===== config.mk =====
export PLATFORM = sky130hd
export DESIGN_NAME = sfsw_flash_dev_flat
export DESIGN_NICKNAME = d
export VERILOG_FILES = /design/src/include/sfsw_pkg.sv /design/src/include/sfsw_link_if.sv /design/src/core/sfsw_flash_dev.sv /design/src/flat_wrapper.sv
export SDC_FILE = /design/constraint.sdc
export NUM_CORES = 1
export LEC_CHECK = 0
export BUFFER_PORTS_ARGS = -buffer_cell sky130_fd_sc_hd__buf_2
export CORE_ASPECT_RATIO = 0.6
export CORE_UTILIZATION = 64
export DETAILED_ROUTE_END_ITERATION = 8
export MAX_ROUTING_LAYER = met4
export PLACE_DENSITY_LB_ADDON = 0.08
export REMOVE_ABC_BUFFERS = 1
export SLEW_MARGIN = 5
export SYNTH_ARGS = -nofsm -noshare
export SYNTH_HDL_FRONTEND = slang
export SYNTH_SLANG_ARGS = --single-unit

===== constraint.sdc =====
create_clock -name pclk -period 2.7 [get_ports pclk]
set_input_delay 0.54 -clock pclk [delete_from_list [all_inputs] [get_ports pclk]]
set_output_delay 0.54 -clock pclk [all_outputs]
set_load 0.03 [all_outputs]

===== src/include/sfsw_pkg.sv =====
// Contract
// - Busy flag high during program or erase
// - Busy flag at bit 0 of both bytes
// - Soft reset enable resets 0, gates reset
// - Soft reset enable kept; only byte-two write
// - Reserved byte-two bits read zero
// - Opcode 01h; lock bit 7, protect bit 2
// - Status writes need write enable latch set
// - Extra data bytes ignored in first write
// - Chip select rise applies lock, protect; clears latch
// - Protect change uses old lock, pin level
// - Partial byte aborts write, clears latch
// - Pin asserted: lock only goes 0 to 1
// - Opcode 31h; soft reset enable from bit 4
// - Byte-two write sole changer; clears latch
// - Extra data bytes ignored in byte-two write
// - Partial byte-two write aborts, clears latch
// - Opcode 05h reads byte one, two, repeating
// - Array protect refuses program and erase
// - Lock resets 0; with pin locks protect
package sfsw_pkg;
  // Opcodes
  localparam logic [7:0] OP_WRITE_ENABLE = 8'h06;
  localparam logic [7:0] OP_WRITE_STATUS1 = 8'h01;
  localparam logic [7:0] OP_WRITE_STATUS2 = 8'h31;
  localparam logic [7:0] OP_READ_STATUS = 8'h05;
  // Status byte one fields
  localparam int S1_LOCK = 7;
  localparam int S1_PROG_ERR = 5;
  localparam int S1_PIN_STATE = 4;
  localparam int S1_PROTECT = 2;
  localparam int S1_LATCH = 1;
  localparam int S_BUSY = 0;
  // Status byte two fields
  localparam int S2_RST_EN = 4;
  // Write data fields
  localparam int WD_LOCK = 7;
  localparam int WD_PROTECT = 2;
  localparam int WD_RST_EN = 4;
  // Reset values
  localparam logic RST_LOCK = 1'b0;
  localparam logic RST_PROTECT = 1'b0;
  localparam logic RST_RST_EN = 1'b0;
  localparam logic RST_LATCH = 1'b0;
  // Host APB map
  localparam logic [7:0] OFS_CMD = 8'h00;
  localparam logic [7:0] OFS_STAT = 8'h04;
  localparam int CMD_DATA0 = 8;
  localparam int CMD_DATA1 = 16;
  localparam int CMD_NBITS = 24;
  localparam int STAT_RX = 16;
  // Timing
  localparam int CLK_NS = 40;
  localparam int SCK_PERIOD_NS = 320;
  localparam int SCK_HALF_CYC = SCK_PERIOD_NS / (2 * CLK_NS);
  // Device states
  typedef enum logic [5:0] {
    SFSW_IDLE = 6'h01,
    SFSW_OPC = 6'h02,
    SFSW_WR1 = 6'h04,
    SFSW_WR2 = 6'h08,
    SFSW_RD = 6'h10,
    SFSW_SKIP = 6'h20
  } sfsw_dev_state_t;
  // Host states
  typedef enum logic [2:0] {
    SFSW_H_IDLE = 3'h1,
    SFSW_H_RUN = 3'h2,
    SFSW_H_TAIL = 3'h4
  } sfsw_host_state_t;
endpackage


===== src/include/sfsw_link_if.sv =====
`timescale 1ns/1ns
interface sfsw_link_if;
  logic sck;
  logic cs_n;
  logic mosi;
  logic miso;
  logic miso_oe;
  logic miso_line;
  // Released line reads low
  assign miso_line = miso_oe ? miso : 1'b0;
  modport dev (input sck, input cs_n, input mosi, output miso, output miso_oe);
  modport hst (output sck, output cs_n, output mosi, input miso_line);
endinterface


===== src/core/sfsw_flash_dev.sv =====
`timescale 1ns/1ns
module sfsw_flash_dev (
  // Clock and reset
  input wire logic pclk,
  input wire logic presetn,
  // Link
  sfsw_link_if.dev link,
  // Core side
  input wire logic busy_flag,
  input wire logic program_error_flag,
  input wire logic wp_n,
  input wire logic reset_cmd_req,
  input wire logic prog_erase_req,
  output logic reset_cmd_accept,
  output logic prog_erase_refused,
  output logic soft_reset_enable,
  output logic protection_lock,
  output logic array_protect,
  output logic write_enable_latch
);
  ////////////////////////////////////////////////////////////////
  // Pin synchronisers
  logic [1:0] sck_s;
  logic [1:0] cs_s;
  logic [1:0] mosi_s;
  logic [1:0] wp_s;
  logic sck_d1;
  logic cs_d1;

  // Two flops per pin, then delayed copies for edge detection
  always_ff @(posedge pclk or negedge presetn)
  begin
    if (!presetn)
    begin
      sck_s <= 2'h0;
      cs_s <= 2'h3;
      mosi_s <= 2'h0;
      wp_s <= 2'h3;
      sck_d1 <= 1'b0;
      cs_d1 <= 1'b1;
    end
    else
    begin
      sck_s <= {sck_s[0], link.sck};
      cs_s <= {cs_s[0], link.cs_n};
      mosi_s <= {mosi_s[0], link.mosi};
      wp_s <= {wp_s[0], wp_n};
      sck_d1 <= sck_s[1];
      cs_d1 <= cs_s[1];
    end
  end

  logic sel;
  logic sck_rise;
  logic sck_fall;
  logic cs_end;
  logic wp_on;

  // Edge events
  assign sel = !cs_s[1];
  assign sck_rise = sel && sck_s[1] && !sck_d1;
  assign sck_fall = sel && !sck_s[1] && sck_d1;
  assign cs_end = cs_s[1] && !cs_d1;
  assign wp_on = !wp_s[1];

  ////////////////////////////////////////////////////////////////
  // Bit and byte counting
  logic [2:0] bit_idx_q;
  logic [1:0] byte_cnt_q;
  logic [7:0] shift_q;
  logic [7:0] data_q;
  logic on_boundary;
  logic byte_done;

  assign byte_done = sck_rise && (bit_idx_q == 3'h7);
  assign on_boundary = (bit_idx_q == 3'h0);
  // Counters restart with each frame
  always_ff @(posedge pclk or negedge presetn)
  begin
    if (!presetn)
    begin
      bit_idx_q <= 3'h0;
      byte_cnt_q <= 2'h0;
    end
    else if (cs_end)
    begin
      bit_idx_q <= 3'h0;
      byte_cnt_q <= 2'h0;
    end
    else if (sck_rise)
    begin
      bit_idx_q <= bit_idx_q + 3'h1;
      if (bit_idx_q == 3'h7 && byte_cnt_q != 2'h3)
        byte_cnt_q <= byte_cnt_q + 2'h1;
    end
  end

  // Input shifter, MSB first
  always_ff @(posedge pclk or negedge presetn)
  begin
    if (!presetn)
      shift_q <= 8'h00;
    else if (sck_rise)
      shift_q <= {shift_q[6:0], mosi_s[1]};
  end

  // Keep only the first data byte
  always_ff @(posedge pclk or negedge presetn)
  begin
    if (!presetn)
      data_q <= 8'h00;
    else if (byte_done && byte_cnt_q == 2'h1)
      data_q <= {shift_q[6:0], mosi_s[1]};
  end

  ////////////////////////////////////////////////////////////////
  // Command decode
  sfsw_pkg::sfsw_dev_state_t state_q;
  logic [7:0] opc_in;
  logic wren_pending_q;
  assign opc_in = {shift_q[6:0], mosi_s[1]};

  // Frame state machine
  always_ff @(posedge pclk or negedge presetn)
  begin
    if (!presetn)
      state_q <= sfsw_pkg::SFSW_IDLE;
    else if (cs_end)
      state_q <= sfsw_pkg::SFSW_IDLE;
    else
    begin
      unique case (state_q)
        sfsw_pkg::SFSW_IDLE:
          if (sel)
            state_q <= sfsw_pkg::SFSW_OPC;
        sfsw_pkg::SFSW_OPC:
          if (byte_done)
          begin
            if (opc_in == sfsw_pkg::OP_READ_STATUS)
              state_q <= sfsw_pkg::SFSW_RD;
            else if (opc_in == sfsw_pkg::OP_WRITE_STATUS1 && write_enable_latch)
              state_q <= sfsw_pkg::SFSW_WR1;
            else if (opc_in == sfsw_pkg::OP_WRITE_STATUS2 && write_enable_latch)
              state_q <= sfsw_pkg::SFSW_WR2;
            else
              state_q <= sfsw_pkg::SFSW_SKIP;
          end
        sfsw_pkg::SFSW_WR1, sfsw_pkg::SFSW_WR2, sfsw_pkg::SFSW_RD, sfsw_pkg::SFSW_SKIP:
          state_q <= state_q;
        default:
          state_q <= sfsw_pkg::SFSW_IDLE;
      endcase
    end
  end

  // Write enable opcode with no later clock in this frame
  always_ff @(posedge pclk or negedge presetn)
  begin
    if (!presetn)
      wren_pending_q <= 1'b0;
    else if (cs_end)
      wren_pending_q <= 1'b0;
    else if (state_q == sfsw_pkg::SFSW_OPC && byte_done)
      wren_pending_q <= (opc_in == sfsw_pkg::OP_WRITE_ENABLE);
    else if (sck_rise)
      wren_pending_q <= 1'b0;
  end

  ////////////////////////////////////////////////////////////////
  // Status bits updated at chip select rise
  logic write_ok;
  logic new_lock;
  logic new_prot;
  logic lock_refused;

  // Full data byte and frame ends on a byte edge
  assign write_ok = on_boundary && byte_cnt_q >= 2'h2;
  assign new_lock = data_q[sfsw_pkg::WD_LOCK];
  assign new_prot = data_q[sfsw_pkg::WD_PROTECT];
  assign lock_refused = wp_on && protection_lock && !new_lock;
  // Lock and protect
  always_ff @(posedge pclk or negedge presetn)
  begin
    if (!presetn)
    begin
      protection_lock <= sfsw_pkg::RST_LOCK;
      array_protect <= sfsw_pkg::RST_PROTECT;
    end
    else if (cs_end && state_q == sfsw_pkg::SFSW_WR1 && write_ok && !lock_refused)
    begin
      protection_lock <= new_lock;
      if (!(wp_on && protection_lock))
        array_protect <= new_prot;
    end
  end

  // Soft reset enable, changed only here
  always_ff @(posedge pclk or negedge presetn)
  begin
    if (!presetn)
      soft_reset_enable <= sfsw_pkg::RST_RST_EN;
    else if (cs_end && state_q == sfsw_pkg::SFSW_WR2 && write_ok)
      soft_reset_enable <= data_q[sfsw_pkg::WD_RST_EN];
  end

  // Write enable latch
  always_ff @(posedge pclk or negedge presetn)
  begin
    if (!presetn)
      write_enable_latch <= sfsw_pkg::RST_LATCH;
    else if (cs_end && (state_q == sfsw_pkg::SFSW_WR1 || state_q == sfsw_pkg::SFSW_WR2))
      write_enable_latch <= 1'b0;
    else if (cs_end && wren_pending_q && on_boundary)
      write_enable_latch <= 1'b1;
  end

  ////////////////////////////////////////////////////////////////
  // Status read out
  logic [7:0] stat1;
  logic [7:0] stat2;
  logic [15:0] out_q;
  logic [3:0] out_cnt_q;
  logic out_on_q;

  // Byte one and byte two images
  always_comb
  begin
    stat1 = 8'h00;
    stat1[sfsw_pkg::S1_LOCK] = protection_lock;
    stat1[sfsw_pkg::S1_PROG_ERR] = program_error_flag;
    stat1[sfsw_pkg::S1_PIN_STATE] = wp_s[1];
    stat1[sfsw_pkg::S1_PROTECT] = array_protect;
    stat1[sfsw_pkg::S1_LATCH] = write_enable_latch;
    stat1[sfsw_pkg::S_BUSY] = busy_flag;
    stat2 = 8'h00;
    stat2[sfsw_pkg::S2_RST_EN] = soft_reset_enable;
    stat2[sfsw_pkg::S_BUSY] = busy_flag;
  end

  // Shift on falling clock, reload every two bytes
  always_ff @(posedge pclk or negedge presetn)
  begin
    if (!presetn)
    begin
      out_q <= 16'h0000;
      out_cnt_q <= 4'h0;
      out_on_q <= 1'b0;
    end
    else if (cs_end)
    begin
      out_cnt_q <= 4'h0;
      out_on_q <= 1'b0;
    end
    else if (sck_fall && state_q == sfsw_pkg::SFSW_RD)
    begin
      out_on_q <= 1'b1;
      out_cnt_q <= out_cnt_q + 4'h1;
      if (out_cnt_q == 4'h0)
        out_q <= {stat1, stat2};
      else
        out_q <= {out_q[14:0], 1'b0};
    end
  end

  assign link.miso = out_q[15];
  assign link.miso_oe = out_on_q && sel;

  ////////////////////////////////////////////////////////////////
  // Gates toward the core
  assign reset_cmd_accept = reset_cmd_req && soft_reset_enable;
  assign prog_erase_refused = prog_erase_req && array_protect;
endmodule


===== src/flat_wrapper.sv =====
// flat-port wrapper written by rule: the top's interface ports become plain ports
module sfsw_flash_dev_flat 
  (pclk, presetn, busy_flag, program_error_flag, wp_n, reset_cmd_req, prog_erase_req, reset_cmd_accept, prog_erase_refused, soft_reset_enable, protection_lock, array_protect, write_enable_latch, link_sck, link_cs_n, link_mosi, link_miso, link_miso_oe);
  sfsw_link_if link_i ();
  input wire logic pclk;
  input wire logic presetn;
  input wire logic busy_flag;
  input wire logic program_error_flag;
  input wire logic wp_n;
  input wire logic reset_cmd_req;
  input wire logic prog_erase_req;
  output logic reset_cmd_accept;
  output logic prog_erase_refused;
  output logic soft_reset_enable;
  output logic protection_lock;
  output logic array_protect;
  output logic write_enable_latch;
  input wire logic [$bits(link_i.sck)-1:0] link_sck;
  input wire logic [$bits(link_i.cs_n)-1:0] link_cs_n;
  input wire logic [$bits(link_i.mosi)-1:0] link_mosi;
  output wire logic [$bits(link_i.miso)-1:0] link_miso;
  output wire logic [$bits(link_i.miso_oe)-1:0] link_miso_oe;
  assign link_i.sck = link_sck;
  assign link_i.cs_n = link_cs_n;
  assign link_i.mosi = link_mosi;
  assign link_miso = link_i.miso;
  assign link_miso_oe = link_i.miso_oe;
  sfsw_flash_dev u_core (.pclk(pclk), .presetn(presetn), .link(link_i), .busy_flag(busy_flag), .program_error_flag(program_error_flag), .wp_n(wp_n), .reset_cmd_req(reset_cmd_req), .prog_erase_req(prog_erase_req), .reset_cmd_accept(reset_cmd_accept), .prog_erase_refused(prog_erase_refused), .soft_reset_enable(soft_reset_enable), .protection_lock(protection_lock), .array_protect(array_protect), .write_enable_latch(write_enable_latch));
endmodule

==> flow_summary.toml, run 1 <==
[worst_setup_path]
end_kind = "flip-flop"
slowest_delay_ns = 0.68
cp.required_ns = 2.92
cp_max_fo = 14
reg2reg_from = "u_core.cs_s[1]"
critPathArrivalTime_ns = 2.19
reg2reg_slack_ns = 0.73
crit_chain = "nor4bb_1, o211a_1, nand3_1, mux2_4"
reg2reg_to = "u_core.array_protect"
ff2ff_path_depth = 4
slowest_stage = "dfstp_2"
startpoint_type = "flip-flop"
critPathKind = "reg2reg"

[floorplanning]
io_pins = 18
start_util_pct = 69.5
dieArea_um2 = 4400
die_h_um = 51.8
fp.dieW_um = 85.0
core-area_um2 = 3810
core.rowCount = 17

[clocking]
clkTransAtPathRegs_ns = 0.06
clockBufferDepth = 2
ctsRootBufferMaster = "clkbuf_8"
cts.sinks = 57
numCtsBuffers = 9
postCtsSetupRepairBufs = 0
cts_max_level = 3
cts_tree = "yes"
clock_latency_ns = 0.34
cts_resized = 0
cts_hold_buf = 0

[global_routing]
grt_pass1_vias = 1787
grtUsageTotal_pct = 28.3
grt_max_degree = 33
antenna_found_initial = 0
grt_first_pass_wirelength_mm = 8.71
gr-total-overflow = 0

[power_and_ir_drop]
power_leakage_nw = 1.46
ir_drop_mv = 0.530
powerDensity_nw_per_um2 = 694

[timing]
max_freq_mhz = 507
setup_viol = 0
fin_crit_sh_pct = 73.0
maxSlewViolCount = 0
fin_worst_skew_ns = 0.00536
hold_viol_final = 0
min_period_ns = 1.97
relSlewSlack_pct = 17.8
finalSetupTns_ns = 0
tightestPinTransition_ns = 1.23
rsz0062_at_grt = "false"

[final_layout]
num_antenna_cells = 0
drive_gt1_share_pct = 18.6
layout_common_cells = "nand2_1, dfrtp_1, nand3_1"
finalNetCount = 298
area_delta_synth_final_pct = 12.8
final_common_cell = "nand2_1"
stdcell_area_um2 = 2980

[synthesis]
synth_edf_count = 0
synth.distinct_cells = 47
synth_cells = 257
syn-mean-instance-area_um2 = 10.3
seq_area_frac_synth_pct = 54.2
ys_ff_latch = 57
syn_area_um2 = 2650
synth_flop_cell = "dfrtp_1"
async_flop_share_pct = 100
ys_warn_count = 0

[routing]
ant_nets = 0
drt_iter0_markers = 137
drt-wirelength-per-cell_um = 15.7
vias_per_cell = 5.80
vias = 1927
drc_errors = 0
wirelength_mm = 5.20
detail_route.first_pass.iterations = 4

[worst_hold_path]
hold_class = "in2async"

[placement]
dp_hpwl_mm = 3.69
postPlaceCellArea_um2 = 2780
port_buffers = 17
gp_congestion = 0.916

[status]
status = "completed"

[job]
maxCapViolCount = 0
==> registers in the layout, indices dropped and copies added, names as in the netlist, 3 cells and up <==
register / cells
u_core.bit_idx_q: 3
u_core.data_q: 3
u_core.out_cnt_q: 4
u_core.out_q: 16
u_core.shift_q: 7
u_core.state_q: 6
==> worst max-delay path by stage <==
stage	startpoint	to	slack, ns	depth (start not counted)
3_3_place_gp	u_core.cs_s[1]	u_core.array_protect	0.86	4
2_1_floorplan	u_core.state_q[5]	u_core.out_cnt_q[3]	0.90	4
4_1_cts	u_core.cs_s[1]	u_core.array_protect	0.76	4
5_1_grt	u_core.sck_s[1]	u_core.bit_idx_q[2]	0.59	2
3_5_place_dp	u_core.cs_s[1]	u_core.array_protect	0.76	4
6_report	u_core.cs_s[1]	u_core.array_protect	0.73	4
==> cell families (layout without fill, tap and decap cells) <==
family	count (synthesis)	in the layout	share of synthesized area [%]
xor+xnor	3	3	0.993
fa+ha+maj	8	8	3.78
simple gates	120	120	23.3
flops	57	57	54.2
buf+inv	18	46	2.93
compound gates	38	38	9.60
mux	13	13	5.25
==> report_power, final <==
group | total, W | switching [W] | internal [W]
combinational | 0.000268 | 0.000162 | 0.000105
clock | 0.000815 | 0.000315 | 0.000501
sequential | 0.000987 | 0.0000714 | 0.000915
total | 0.00207 | 0.000548 | 0.00152
==> worst max-delay path: cells and delay by family (launching register included) <==
family / cells / cell delay, ns
AOI/OAI and AO/OA: 1 / 0.28
DFF: 1 / 0.68
and+or+nand+nor: 2 / 0.59
muxes: 1 / 0.31
==> synthesized netlist by cell type (all sizes together), types with 2 or more instances <==
cell	number	share of area (%)
a21oi	4	0.76
clkbuf	6	0.85
inv	9	1.3
mux2i	9	3.4
o41ai	3	1.3
nand4	3	0.95
nor2b	7	1.7
a31oi	2	0.47
xor2	2	0.66
dfrtp	51	48
o21ai	16	3.0
nand3	18	3.4
nor3	3	0.76
or4	2	0.85
nor4b	2	1.2
mux2	4	1.8
dfstp	6	6.0
nor2	12	1.8
a22o	2	0.66
nand2b	5	1.2
nor4	3	0.71
nand2	56	7.9
and2	2	0.47
ha	8	3.8
buf	3	0.80
o31ai	5	1.4
==> cell type report <==
cell class / count / area (um2)
clock buffers: 14 / 173
clock inverters: 2 / 35.0
fillers: 253 / 823
inverters: 9 / 33.8
multi-input cells: 182 / 1130
flip-flops and latches: 57 / 1430
well taps: 47 / 58.8
repair buffers: 21 / 115
==> layer usage <==
| metal | vias to the layer above | GRT usage, % | wire length (um) |
|---|---|---|---|
| li1 | 943 | - | - |
| met1 | 920 | 40.7 | 2710 |
| met2 | 53 | 37.6 | 2080 |
| met3 | 11 | 8.57 | 335 |
| met4 | 0 | 11.6 | 80 |
| met5 | - | - | 0 |
==> per-stage QoR <==
stage / cells / power [W] / util, % / worst slack [ns] / hold WS, ns
3_3_place_gp: 316 / 0.00125 / 72.9 / 0.860 / 0.333
3_5_place_dp: 316 / 0.00126 / 72.9 / 0.761 / 0.335
6_report: 332 / 0.00207 / 78.4 / 0.729 / 0.250
2_1_floorplan: 248 / 0.00117 / - / 0.898 / 0.244
5_1_grt: 332 / 0.00215 / 78.4 / 0.595 / 0.292
4_1_cts: 332 / 0.00208 / 78.4 / 0.760 / 0.254
No activity file was read; power rests on OpenSTA's default activity.
==> inputs of run 2 (changes only) <==
--- a/config.mk
+++ b/config.mk
@@ -5,9 +5,10 @@
 export SDC_FILE = /design/constraint.sdc
 export NUM_CORES = 1
 export LEC_CHECK = 0
+export ABC_AREA = 1
 export BUFFER_PORTS_ARGS = -buffer_cell sky130_fd_sc_hd__buf_2
 export CORE_ASPECT_RATIO = 0.6
-export CORE_UTILIZATION = 64
+export CORE_UTILIZATION = 54
 export DETAILED_ROUTE_END_ITERATION = 8
 export MAX_ROUTING_LAYER = met4
 export PLACE_DENSITY_LB_ADDON = 0.08
==> constraint.sdc (replaced) <==
create_clock -name pclk -period 1.61 [get_ports pclk]
set_input_delay 0.322 -clock pclk [delete_from_list [all_inputs] [get_ports pclk]]
set_output_delay 0.322 -clock pclk [all_outputs]
set_load 0.03 [all_outputs]
==> run 2 against run 1 <==
Against the previous run: via count rose by 6.8%; register-to-register slack got worse by 0.64 ns; non-clock buffer count rose by 8; clock skew rose by 0.0014 ns; synthesized cell count rose by 21%; first-iteration DRC count fell by 15%; worst hold slack got worse by 0.17 ns; critical path depth rose by 5; clock power rose by 45%; worst setup slack got worse by 0.64 ns; largest cell class unchanged.
==> flow_summary.toml, run 2 <==
[final_layout]
area_delta_synth_final_pct = 14.6
finalNetCount = 364
top_register = "u_core.out_q"
largest_reg_flops = 16
stdcell_area_um2 = 3110
layout_common_cells = "nand2_1, dfrtp_1, nor2_1"
final_common_cell = "nand2_1"
num_antenna_cells = 0
largest_registers = "u_core.out_q: 16 flops, u_core.shift_q: 7 flops, u_core.state_q: 6 flops"
drive_gt1_share_pct = 20.2

[clocking]
cts_tree = "yes"
clockBufferDepth = 2
ctsRootBufferMaster = "clkbuf_8"
numCtsBuffers = 9
cts.sinks = 57
cts_max_level = 3
clock_latency_ns = 0.34
clkTransAtPathRegs_ns = 0.06

[global_routing]
grt_pass1_vias = 1911
gr-total-overflow = 0
grt_first_pass_wirelength_mm = 9.00
antenna_found_initial = 0
grtUsageTotal_pct = 23.6
grt_max_degree = 58

[worst_setup_path]
reg2reg_to = "u_core.state_q[3]"
critPathKind = "reg2reg"
startpoint_type = "flip-flop"
critPathArrivalTime_ns = 1.80
cp_max_fo = 5
ff2ff_path_depth = 9
cp.required_ns = 1.89
reg2reg_slack_ns = 0.09
reg2reg_from = "u_core.bit_idx_q[0]"
end_kind = "flip-flop"
cp-startpoint = "u_core.bit_idx_q[0]"

[synthesis]
async_flop_share_pct = 100
ys_ff_latch = 57
synthTopCellsByArea = "dfrtp_1, nand2_1, dfstp_2"
synth.largest_area_cell = "dfrtp_1"
synth_edf_count = 0
synth.most_common_cell = "nand2_1"
synth.distinct_cells = 32
synth_flop_cell = "dfrtp_1"
synth_cells = 312
syn-mean-instance-area_um2 = 8.69
ys_warn_count = 0
seq_area_frac_synth_pct = 52.9
syn_area_um2 = 2710
synthTopCellsByCount = "nand2_1, dfrtp_1, nor2_1"
yosys.area.top_type_share_pct = 47.1

[floorplanning]
io_pins = 18
core-area_um2 = 4680
fp.dieW_um = 93.5
die_h_um = 56.9
dieArea_um2 = 5320
core.rowCount = 19
start_util_pct = 57.9

[routing]
ant_nets = 0
drt_iter0_markers = 117
wirelength_mm = 5.24
vias = 2058
detail_route.first_pass.iterations = 5
drt-wirelength-per-cell_um = 12.7
vias_per_cell = 4.97
drc_errors = 0

[job]
maxCapViolCount = 0

[status]
status = "completed"

[timing]
setup_viol = 0
rsz0062_at_grt = "false"
finalSetupTns_ns = 0
min_period_ns = 1.52
fin_crit_sh_pct = 94.3
relSlewSlack_pct = 80.2
tightestPinTransition_ns = 0.297
fin_worst_skew_ns = 0.00679
max_freq_mhz = 659
maxSlewViolCount = 0
hold_viol_final = 0

[placement]
gp_congestion = 0.815
port_buffers = 17
postPlaceCellArea_um2 = 2900
dp_hpwl_mm = 3.68

[worst_hold_path]
hold_class = "in2reg"
hp-start = "link_cs_n"
min_path_cells = 1
whs_endpoint = "u_core.cs_s[0]"

[power_and_ir_drop]
switching_share_pct = 31.2
seq_power_share_pct = 46.2
power_leakage_nw = 1.53
ir_drop_mv = 0.679
powerDensity_nw_per_um2 = 1150
clkPwrFrac_pct = 33.0
switchingPower_w = 0.00112
p_comb_share_pct = 20.8
power_w = 0.00358
power.internal_w = 0.00246
-- run 2: cell types whose count changed after synthesis, moves of 7 or more --
cell / before / now
inv_1: 9 / 34
mux2i_1: 9 / 0
nor2b_1: 7 / 0
nor2_1: 11 / 39
nand2_1: 56 / 81
o21ai_0: 16 / 24
-- run 2: cell families after synthesis --
family / Yosys count / share of synthesized area, %
xor gates and xnor gates: 1 / 0.323
adders and majority gates: 8 / 3.69
buffers and inverters: 46 / 7.80
AOI/OAI and AO/OA: 43 / 9.19
DFF: 57 / 52.9
and+or+nand+nor: 157 / 26.1
-- run 2: per-stage QoR --
step / worst slack, ns / hold WS (ns) / instances / utilization, %
after floorplan: 0.209 / 0.0264 / 306 / -
after global placement: 0.140 / 0.332 / 395 / 61.9
after detailed placement: 0.0805 / 0.335 / 395 / 61.9
after CTS: 0.0685 / 0.0747 / 412 / 65.7
after global routing: 0.00644 / 0.0665 / 414 / 66.3
final: 0.0919 / 0.0807 / 414 / 66.3
-- run 2: worst max path at each step --
| stage | depth (start not counted) | slack (ns) | end |
|---|---|---|---|
| 3_3_place_gp | 8 | 0.14 | u_core.state_q[4] |
| 5_1_grt | 9 | 0.006 | u_core.state_q[5] |
| 2_1_floorplan | 9 | 0.21 | u_core.array_protect |
| 4_1_cts | 8 | 0.07 | u_core.state_q[3] |
| 6_report | 9 | 0.09 | u_core.state_q[3] |
| 3_5_place_dp | 8 | 0.08 | u_core.state_q[3] |
-- run 2: final cells by class --
cell class | count | area (um2)
clock buffers | 15 | 166
clock inverters | 1 | 5.00
fillers | 398 | 1580
inverters | 40 | 155
multi-input cells | 209 | 1080
flip-flops and latches | 57 | 1430
well taps | 63 | 78.8
repair buffers | 29 | 190
-- run 2: metal layers --
metal	wire length [um]	vias to the layer above	track usage (%)
li1	-	1055	-
met2	2100	45	29.5
met5	0	-	-
met3	268	5	8.54
met4	31	0	7.91
met1	2840	953	34.8
-- run 2: power by group through the flow --
stage	Combinational (W)	Clock, W	Sequential, W
2_1_floorplan	0.000504	0	0.00166
3_3_place_gp	0.000685	0	0.00167
3_5_place_dp	0.000699	0	0.00167
4_1_cts	0.000704	0.00120	0.00165
5_1_grt	0.000855	0.00128	0.00167
6_report	0.000744	0.00118	0.00165
-- run 2: worst max-delay path, cell delays in order, from the launching register on --
cell	delay, ns
dfrtp_1	0.40
ha_1	0.21
ha_1	0.19
nand4_1	0.19
nand2_2	0.10
nand2_4	0.09
inv_2	0.05
nand2_4	0.07
nand3_1	0.08
nand2_1	0.06
-- run 2: repair_timing --
action | 4_1_cts | 5_1_grt
setup buffers | 0 | 2
gates resized for setup | 0 | 3
endpoints found under the setup margin | 0 | 4
hold buffers | 1 | 0
hold endpoints to repair | 51 | 0
